<file path="src/hw/sxe_pkg.sv">
// ----------------------------------------------------------------
// shared constants for the subroutine exit logic
// ----------------------------------------------------------------
package sxe_pkg;
    localparam int INSTR_W = 14;
    localparam int PC_W = 13;
    localparam int DATA_W = 8;
    localparam int FLAG_W = 3;
    // literal exit: top four bits 1101, bits 9:8 ignored, bits 7:0 literal
    localparam int LIT_OP_MSB = 13;
    localparam int LIT_OP_LSB = 10;
    localparam logic [3:0] LIT_OP_CODE = 4'hD;
    localparam int LIT_MSB = 7;
    localparam int LIT_LSB = 0;
    // plain exit: one fixed word
    localparam logic [INSTR_W-1:0] RET_OPCODE = 14'h0008;
    // instruction cycles taken by either exit
    localparam int EXIT_CYCLES = 2;
    localparam logic [PC_W-1:0] PC_RST = 13'h0000;
    localparam logic [DATA_W-1:0] ACC_RST = 8'h00;
    typedef enum {SXE_IDLE, SXE_DISCARD} sxe_state_t;
endpackage : sxe_pkg

</file>
<file path="src/hw/sxe_dec_if.sv">
`timescale 1ns/1ns
// ----------------------------------------------------------------
// decode results passed from the decoder to the execution core
// ----------------------------------------------------------------
interface sxe_dec_if;
    import sxe_pkg::*;
    logic is_literal_exit;
    logic is_plain_exit;
    logic [DATA_W-1:0] literal;
    modport dec (output is_literal_exit, output is_plain_exit, output literal);
    modport core (input is_literal_exit, input is_plain_exit, input literal);
endinterface : sxe_dec_if

</file>
<file path="src/hw/sxe_decoder.sv">
`timescale 1ns/1ns
// ----------------------------------------------------------------
// opcode match for the two exit instructions
// ----------------------------------------------------------------
module sxe_decoder (
    input wire logic [sxe_pkg::INSTR_W-1:0] instr,
    sxe_dec_if.dec dec
);
    import sxe_pkg::*;

    // match on top bits only; the two bits below them are don't-care
    assign dec.is_literal_exit = (instr[LIT_OP_MSB:LIT_OP_LSB] == LIT_OP_CODE);
    assign dec.literal = instr[LIT_MSB:LIT_LSB];
    // the plain exit is one exact word
    assign dec.is_plain_exit = (instr == RET_OPCODE);
endmodule : sxe_decoder

</file>
<file path="src/hw/sxe_exit_core.sv">
`timescale 1ns/1ns
module sxe_exit_core (
    input wire logic core_clk,
    input wire logic arst_n,
    input wire logic instr_valid,
    input wire logic [sxe_pkg::INSTR_W-1:0] instr,
    input wire logic [sxe_pkg::PC_W-1:0] stack_top,
    input wire logic [sxe_pkg::FLAG_W-1:0] status_in,
    output logic instr_ready,
    output logic exit_taken,
    output logic pc_load,
    output logic [sxe_pkg::PC_W-1:0] pc_next,
    output logic stack_pop,
    output logic acc_we,
    output logic [sxe_pkg::DATA_W-1:0] acc_wdata,
    output logic fetch_discard,
    output logic status_we,
    output logic [sxe_pkg::FLAG_W-1:0] status_out
);
    import sxe_pkg::*;

    // ------------------------------------------------------------
    // decode
    // ------------------------------------------------------------
    // match results travel from the decoder to this core as one bundle
    sxe_dec_if dec_bus ();

    // the decoder sees whatever word stands on the pins this cycle
    sxe_decoder u_dec (
        .instr(instr),
        .dec(dec_bus)
    );

    // ------------------------------------------------------------
    // internal signals
    // ------------------------------------------------------------
    // exit cycle count, sized for the longest exit
    localparam int CYC_W = $clog2(EXIT_CYCLES + 1);
    localparam logic [CYC_W-1:0] CYC_ONE = CYC_W'(1);
    localparam logic [CYC_W-1:0] CYC_LAST = CYC_W'(EXIT_CYCLES - 1);
    // sequencer state and cycle count
    sxe_state_t state_q;
    sxe_state_t state_d;
    logic [CYC_W-1:0] cyc_q;
    logic [CYC_W-1:0] cyc_d;
    logic in_idle;
    logic in_discard;
    logic last_cyc;
    // acceptance and the kind of exit taken
    logic accept;
    logic lit_hit;
    logic ret_hit;
    logic lit_go;
    logic ret_go;
    logic any_go;
    // program counter reload and stack pop
    logic pc_load_q;
    logic pc_load_d;
    logic [PC_W-1:0] pc_next_q;
    logic [PC_W-1:0] pc_next_d;
    logic stack_pop_q;
    logic stack_pop_d;
    // accumulator write
    logic acc_we_q;
    logic acc_we_d;
    logic [DATA_W-1:0] acc_wdata_q;
    logic [DATA_W-1:0] acc_wdata_d;

    // ------------------------------------------------------------
    // accept
    // ------------------------------------------------------------
    // state decode shared by the handshake, the discard strobe and the count
    assign in_idle = (state_q == SXE_IDLE);
    assign in_discard = (state_q == SXE_DISCARD);
    assign last_cyc = (cyc_q == CYC_LAST);

    // no new word is taken while the fetched word is being discarded
    assign instr_ready = in_idle;
    assign accept = instr_valid & instr_ready;

    // a match only acts once its word is accepted
    assign lit_hit = dec_bus.is_literal_exit;
    assign ret_hit = dec_bus.is_plain_exit;
    assign lit_go = accept & lit_hit;
    assign ret_go = accept & ret_hit;
    assign any_go = lit_go | ret_go;
    assign exit_taken = any_go;

    // ------------------------------------------------------------
    // sequencing
    // ------------------------------------------------------------
    // first cycle executes, the rest discard the word fetched behind the exit
    always_comb begin
        state_d = state_q;
        case (state_q)
            SXE_IDLE: begin
                if (any_go) begin
                    state_d = SXE_DISCARD;
                end
            end
            SXE_DISCARD: begin
                if (last_cyc) begin
                    state_d = SXE_IDLE;
                end
            end
            default: begin
                state_d = SXE_IDLE;
            end
        endcase
    end

    // cycles of the exit in progress, zero when idle
    always_comb begin
        cyc_d = '0;
        if (any_go) begin
            cyc_d = CYC_ONE;
        end else if (in_discard && !last_cyc) begin
            cyc_d = cyc_q + CYC_ONE;
        end
    end

    // state register
    always_ff @(posedge core_clk or negedge arst_n) begin
        if (!arst_n) begin
            state_q <= SXE_IDLE;
        end else begin
            state_q <= state_d;
        end
    end

    // cycle counter
    always_ff @(posedge core_clk or negedge arst_n) begin
        if (!arst_n) begin
            cyc_q <= '0;
        end else begin
            cyc_q <= cyc_d;
        end
    end

    // ------------------------------------------------------------
    // program counter and stack
    // ------------------------------------------------------------
    // reload strobe and pop fire in the cycle after acceptance
    assign pc_load_d = any_go;
    assign stack_pop_d = any_go;
    // the return address is caught as the exit is taken, then held
    assign pc_next_d = any_go ? stack_top : pc_next_q;

    // reload strobe
    always_ff @(posedge core_clk or negedge arst_n) begin
        if (!arst_n) begin
            pc_load_q <= 1'b0;
        end else begin
            pc_load_q <= pc_load_d;
        end
    end

    // return address
    always_ff @(posedge core_clk or negedge arst_n) begin
        if (!arst_n) begin
            pc_next_q <= PC_RST;
        end else begin
            pc_next_q <= pc_next_d;
        end
    end

    // pop strobe
    always_ff @(posedge core_clk or negedge arst_n) begin
        if (!arst_n) begin
            stack_pop_q <= 1'b0;
        end else begin
            stack_pop_q <= stack_pop_d;
        end
    end

    // registered outputs towards the program counter and the stack
    assign pc_load = pc_load_q;
    assign pc_next = pc_next_q;
    assign stack_pop = stack_pop_q;

    // ------------------------------------------------------------
    // fetch discard
    // ------------------------------------------------------------
    // the word fetched behind the exit is dropped while the pc is reloaded
    assign fetch_discard = in_discard;

    // ------------------------------------------------------------
    // accumulator
    // ------------------------------------------------------------
    // only the literal exit writes; the plain exit leaves the accumulator alone
    assign acc_we_d = lit_go;
    assign acc_wdata_d = lit_go ? dec_bus.literal : acc_wdata_q;

    // write strobe
    always_ff @(posedge core_clk or negedge arst_n) begin
        if (!arst_n) begin
            acc_we_q <= 1'b0;
        end else begin
            acc_we_q <= acc_we_d;
        end
    end

    // written value
    always_ff @(posedge core_clk or negedge arst_n) begin
        if (!arst_n) begin
            acc_wdata_q <= ACC_RST;
        end else begin
            acc_wdata_q <= acc_wdata_d;
        end
    end

    // registered outputs towards the accumulator
    assign acc_we = acc_we_q;
    assign acc_wdata = acc_wdata_q;

    // ------------------------------------------------------------
    // status flags
    // ------------------------------------------------------------
    // flags pass through untouched; no write is ever requested
    assign status_we = 1'b0;
    assign status_out = status_in;
endmodule : sxe_exit_core

</file>
<file path="config.mk">
export PLATFORM = sky130hd
export DESIGN_NAME = sxe_exit_core
export DESIGN_NICKNAME = d
export VERILOG_FILES = /design/src/hw/sxe_pkg.sv /design/src/hw/sxe_dec_if.sv /design/src/hw/sxe_decoder.sv /design/src/hw/sxe_exit_core.sv
export SDC_FILE = /design/constraint.sdc
export NUM_CORES = 1
export LEC_CHECK = 0
export ABC_AREA = 1
export BUFFER_PORTS_ARGS = -buffer_cell sky130_fd_sc_hd__buf_2
export CORE_MARGIN = 8
export CORE_UTILIZATION = 45
export DETAILED_ROUTE_END_ITERATION = 10
export PLACE_DENSITY = 0.76
export SLEW_MARGIN = 10
export SYNTH_ARGS = -nofsm -noshare
export SYNTH_HDL_FRONTEND = slang
export SYNTH_HIERARCHICAL = 1
export SYNTH_SLANG_ARGS = --single-unit
</file>
<file path="constraint.sdc">
create_clock -name core_clk -period 1.62 [get_ports core_clk]
set_clock_uncertainty 0.15 [all_clocks]
set_input_delay 0.081 -clock core_clk [delete_from_list [all_inputs] [get_ports core_clk]]
set_output_delay 0.081 -clock core_clk [all_outputs]
set_load 0.02 [all_outputs]
</file>
==> results.py, run 1 <==
metrics = {
    "power_and_ir_drop": {
        "pwr_density_cell_nw_per_um2": 1230,
        "finalPower_mw": 2.15,
        "peakVddDrop_mv": 0.754,
        "leakage_nw": 1.02,
    },
    "detailed_routing": {
        "antenna_left": 0,
        "drc": 0,
        "viasPerCell": 4.46,
        "dr.first_iter.drc_count": 37,
        "vias": 1096,
        "drtPass1Iterations": 4,
        "totalWireLength_mm": 3.07,
        "wl_per_cell_um": 12.5,
    },
    "final_layout": {
        "fin_util": 0.636,
        "final_cell_area_um2": 1750,
        "syn_to_final_growth_pct": 33.6,
        "drive_above_1_share": 0.363,
        "fin_nets": 250,
        "final_cells": 246,
        "antenna_cells": 0,
    },
    "timing": {
        "slew_violations": 0,
        "worst_pin_slew_ns": 0.564,
        "finalCritPeriodShare": 0.927,
        "setup_viol": 0,
        "worst_hold_slack_ns": 0.0120,
        "rsz0062_at_grt": "no",
        "max_freq_mhz": 666,
        "setup_slack_ns": 0.119,
        "maxSlewHeadroom": 0.624,
        "hold_violations": 0,
        "fin_setup_tns_ns": 0,
        "finalCriticalPeriod_ns": 1.50,
    },
    "synthesis": {
        "synth_top_family_by_area": "simple AND/OR/NAND/NOR gates",
        "syn_area_per_cell_um2": 8.87,
        "ys.warnings.count": 6,
        "synth_mux_area_frac": 0,
        "postSynthNetCount": 182,
        "syn-cell-area_um2": 1310,
        "synth_compound_area_frac": 0.00381,
        "synth-xor-area-share": 0,
        "ys_ff_latch": 26,
        "synth-simple-area-share": 0.316,
        "synth_fa_ha_area_frac": 0.00953,
        "yosys.cell_types.count": 18,
        "syn_inst": 148,
        "synth.yosys.seq_area_share": 0.496,
    },
    "grt": {
        "grt_pass1_wl_mm": 5.29,
        "gr-total-overflow": 0,
        "grt_max_degree": 27,
        "grt_pass1_vias": 1159,
        "grt_use_total": 0.126,
        "antenna_found_initial": 0,
    },
    "die": {
        "floorplan.die_area_um2": 4900,
        "rows": 19,
        "die_h_um": 70.0,
        "coreArea_um2": 2760,
        "die_w_um": 70.0,
        "start_util": 0.476,
        "top_level_ports": 64,
    },
    "placement": {
        "pre_cts_slack_ns": 0.263,
        "gp_congestion": 0.756,
        "place_area_um2": 1490,
        "port_buffers": 56,
        "numPlacedInstances": 219,
        "hpwl_mm": 2.20,
    },
    "clocking": {
        "clk_pin_slew_ns": 0.12,
        "clockBufferDepth": 2,
        "root_buffer": "clkbuf_4",
        "cts_buffers": 3,
        "clk_latency_ns": 0.30,
        "clock-sinks": 26,
        "cts_tree": "yes",
        "cts_max_level": 1,
    },
    "worst_setup_path": {
        "crit_required_ns": 1.39,
        "arrival_ns": 1.27,
        "crit_path_end_kind": "output port",
        "start_kind": "flip-flop",
        "worst-setup-path-type": "flip-flop to output port",
        "path_max_fanout": 16,
    },
    "job": {
        "max_cap_violations": 0,
    },
    "outcome": {
        "status": "completed",
    },
    "worst_hold_path": {
        "min-delay-path-class": "input pin to output port",
    },
}
flip-flops by register name, summed over array words and instances, names as in the netlist:
name       flops
acc_we         1
stack_pop      1
state_q        1
cyc_q          2
acc_wdata      8
pc_next       13
final cells by class:
type,instances,area (um2)
Fill cell,245,1000
Sequential cell,26,652
Timing Repair Buffer,81,523
Multi-Input combinational cell,87,437
Inverter,17,66.3
Tap cell,31,38.8
Clock buffer,4,36.3
per-layer routing:
metal	share of wire	track usage	wire [um]
met1	0.42	0.142	1300
met4	0.0088	0.0357	27
met2	0.50	0.224	1540
met3	0.066	0.0339	202
met5	0	0	0
placed cells by master, fill, tap and decap left out:
cell type / instances
nand2_1: 43
nand3_1: 22
nand2_2: 8
inv_4: 1
inv_2: 1
clkbuf_8: 1
nor3_1: 1
dfrtp_2: 1
nor2_2: 1
conb_1: 1
clkbuf_4: 3
nor2_8: 1
nand2_8: 2
ha_1: 1
dfrtp_1: 25
inv_1: 15
dlygate4sd3_1: 22
nor2_1: 6
buf_4: 3
o21ai_0: 1
buf_2: 56
worst max-delay path, stage by stage, from the launching register on:
cell     delay, ns
dfrtp_2       0.48
nor2_8        0.13
nand2_8       0.11
inv_1         0.08
buf_2         0.16
synthesized netlist by cell type:
| cell | number | area share |
|---|---|---|
| nand2_1 | 43 | 0.12 |
| dfrtp_1 | 26 | 0.50 |
| nand3_1 | 22 | 0.084 |
| inv_1 | 15 | 0.043 |
| buf_4 | 14 | 0.080 |
| nand2_2 | 8 | 0.038 |
| nor2_1 | 6 | 0.017 |
| buf_6 | 3 | 0.026 |
| nand2_8 | 2 | 0.031 |
| buf_12 | 1 | 0.015 |
| conb_1 | 1 | 0.0029 |
| ha_1 | 1 | 0.0095 |
| inv_2 | 1 | 0.0029 |
| inv_4 | 1 | 0.0048 |
| nor2_2 | 1 | 0.0048 |
| nor2_8 | 1 | 0.015 |
| nor3_1 | 1 | 0.0038 |
| o21ai_0 | 1 | 0.0038 |
path summary, 6_finish.rpt:
check	startpoint	end	slack, ns	cells after the start
worst max-delay path	state_q[0]$_DFFE_PN0P_	exit_taken	0.12	4
worst min-delay path	status_in[2]	status_out[2]	0.01	0
worst max register to register	state_q[0]$_DFFE_PN0P_	pc_next[11]$_DFFE_PN0P_	0.26	5
worst min register to register	acc_wdata[0]$_DFFE_PN0P_	acc_wdata[0]$_DFFE_PN0P_	0.33	2
max in group asynchronous	arst_n	state_q[0]$_DFFE_PN0P_	0.79	2
min in group asynchronous	arst_n	pc_next[9]$_DFFE_PN0P_	0.13	2
logic make-up after synthesis:
group / count (synthesis)
other: 1
AOI/OAI and AO/OA: 1
and+or+nand+nor: 84
adders and majority gates: 1
buffers and inverters: 35
DFF: 26
where the power goes:
part           total [mW]  leakage (nW)  internal (mW)  switching, mW
clock network       0.313        0.0210          0.137          0.176
logic               0.867         0.665          0.319          0.548
registers           0.972         0.335          0.845          0.127
total                2.15          1.02           1.30          0.850
what timing repair did:
action                                  CTS  global route
hold buffers                             22             0
endpoints found under the hold margin    47             0
resized for setup                         0             1
setup buffers                             1             0
pin swaps                                 1             0
endpoints found under the setup margin    1             1
No activity file was read; power rests on OpenSTA's default activity.
==> inputs of run 2 (changes only) <==
==> constraint.sdc (replaced) <==
create_clock -name core_clk -period 1.62 [get_ports core_clk]
set_clock_uncertainty 0.15 [all_clocks]
set_input_delay 0.324 -clock core_clk [delete_from_list [all_inputs] [get_ports core_clk]]
set_output_delay 0.324 -clock core_clk [all_outputs]
set_load 0.02 [all_outputs]
==> results.py, run 2 (same netlist as run 1, synthesis figures left out) <==
metrics = {
    "clocking": {
        "root_buffer": "clkbuf_4",
        "cts_tree": "yes",
        "clk_pin_slew_ns": 0.13,
        "clock-sinks": 26,
        "cts_max_level": 1,
        "cts_buffers": 3,
        "clk_latency_ns": 0.30,
        "clockBufferDepth": 2,
    },
    "die": {
        "rows": 19,
        "coreArea_um2": 2760,
        "die_h_um": 70.0,
        "floorplan.die_area_um2": 4900,
        "top_level_ports": 64,
        "die_w_um": 70.0,
        "start_util": 0.476,
    },
    "grt": {
        "grt_max_degree": 27,
        "gr-total-overflow": 0,
        "grt_pass1_wl_mm": 5.15,
        "grt_use_total": 0.121,
        "antenna_found_initial": 0,
        "grt_pass1_vias": 1159,
    },
    "worst_setup_path": {
        "crit_required_ns": 1.15,
        "path_max_fanout": 2,
        "start_kind": "input pin",
        "worst-setup-path-type": "input pin to output port",
        "reg2reg_depth": 5,
        "regToRegSetupSlack_ns": 0.26,
        "slowest_stage": "nor2_1",
        "crit_path_end_kind": "output port",
        "crit_chain": "buf_6, inv_4, nand2_2, nor2_1, nand2_1, nor2_2, inv_2, nand2_8, nand2_8, clkinvlp_4, buf_6",
        "arrival_ns": 1.20,
        "critPathMaxStageDelay_ns": 0.11,
    },
    "worst_hold_path": {
        "min-delay-path-class": "input pin to flip-flop",
        "whs_path_depth": 3,
    },
    "detailed_routing": {
        "totalWireLength_mm": 2.94,
        "drc": 0,
        "vias": 1061,
        "wl_per_cell_um": 12.6,
        "antenna_left": 0,
        "dr.first_iter.drc_count": 51,
        "drtPass1Iterations": 4,
        "viasPerCell": 4.55,
    },
    "power_and_ir_drop": {
        "finalPower_mw": 2.10,
        "leakage_nw": 0.967,
        "pwr_density_cell_nw_per_um2": 1270,
        "peakVddDrop_mv": 0.761,
    },
    "final_layout": {
        "largest_register_ffs": 13,
        "antenna_cells": 0,
        "drive_above_1_share": 0.480,
        "final_cell_area_um2": 1650,
        "syn_to_final_growth_pct": 25.5,
        "mostFrequentLayoutCell": "buf_2",
        "layout_common_cells": "buf_2 (50), nand2_1 (42), dfrtp_1 (25), nand3_1 (22), buf_4 (12)",
        "n_fill_cell": 264,
        "fin_nets": 238,
    },
    "timing": {
        "setup_slack_ns": -0.0527,
        "finalCritPeriodShare": 1.03,
        "worst_pin_slew_ns": 0.558,
        "hold_violations": 0,
        "maxSlewHeadroom": 0.628,
        "rsz0062_at_grt": "yes",
        "slew_violations": 0,
        "worst_hold_slack_ns": 0.0944,
        "max_freq_mhz": 598,
        "setup_viol": 1,
        "finalCriticalPeriod_ns": 1.67,
    },
    "outcome": {
        "status": "finished, violations left",
        "violations": "negative setup slack",
    },
    "placement": {
        "pre_cts_slack_ns": -0.0694,
        "place_area_um2": 1560,
        "port_buffers": 56,
        "hpwl_mm": 2.32,
        "gp_congestion": 0.676,
    },
    "job": {
        "max_cap_violations": 0,
    },
}
==> run 2: cell count changes in the layout (fill, tap and decap cells not counted), sizes merged <==
cell	change
dlygate4sd3	-21
buf	+9
clkbuf	-1
clkinvlp	+1
inv	-1
==> run 2: cell type report <==
type | count | area, um2 | area share
well taps | 31 | 38.8 | 0.0235
repair buffers | 69 | 418 | 0.254
inverters | 17 | 72.6 | 0.0440
multi-input cells | 87 | 444 | 0.270
flip-flops and latches | 26 | 652 | 0.396
clock buffers | 3 | 22.5 | 0.0137
==> run 2: power by group <==
group          switching (mW)  total (mW)  internal, mW
clock network           0.167       0.254        0.0866
registers               0.119       0.965         0.845
logic                   0.552       0.878         0.326
total                   0.839        2.10          1.26
==> run 2: through the flow <==
step / std cells / util / TNS [ns]
after floorplan: 148 / - / 0
after global routing: 233 / 0.598 / -0.137
final: 233 / 0.598 / -0.0527
after detailed placement: 227 / 0.564 / -0.0694
after global placement: 227 / 0.564 / -0.0511
after CTS: 233 / 0.584 / -0.00868
==> run 2: worst paths after layout <==
| kind | start | endpoint |
|---|---|---|
| max reg2reg | state_q[0]$_DFFE_PN0P_ | acc_wdata[5]$_DFFE_PN0P_ |
| min reg2reg | acc_wdata[4]$_DFFE_PN0P_ | acc_wdata[4]$_DFFE_PN0P_ |
| min | instr[6] | acc_wdata[6]$_DFFE_PN0P_ |
| min in group asynchronous | arst_n | pc_next[8]$_DFFE_PN0P_ |
| max | instr[13] | exit_taken |
| max in group asynchronous | arst_n | state_q[0]$_DFFE_PN0P_ |
==> run 2: worst max-delay path: cells and delay by family <==
kind          cells  cell delay, ns
simple gates      6            0.47
buf+inv           5            0.40
==> run 2: repair_timing <==
| item | CTS | global route |
|---|---|---|
| hold endpoints to repair | 26 | 0 |
| pin swaps | 1 | 9 |
| hold buffers | 1 | 0 |
| resized for setup | 4 | 15 |
| setup buffers | 2 | 0 |
| setup endpoints to repair | 1 | 2 |
==> run 2: layer usage <==
layer  global-route usage  up-vias  routed length [um]
li1                     -      546                   -
met1                0.135      476                1210
met2                0.215       37                1490
met3               0.0325        2                 212
met4               0.0402        0                  27
met5                    0        -                   0
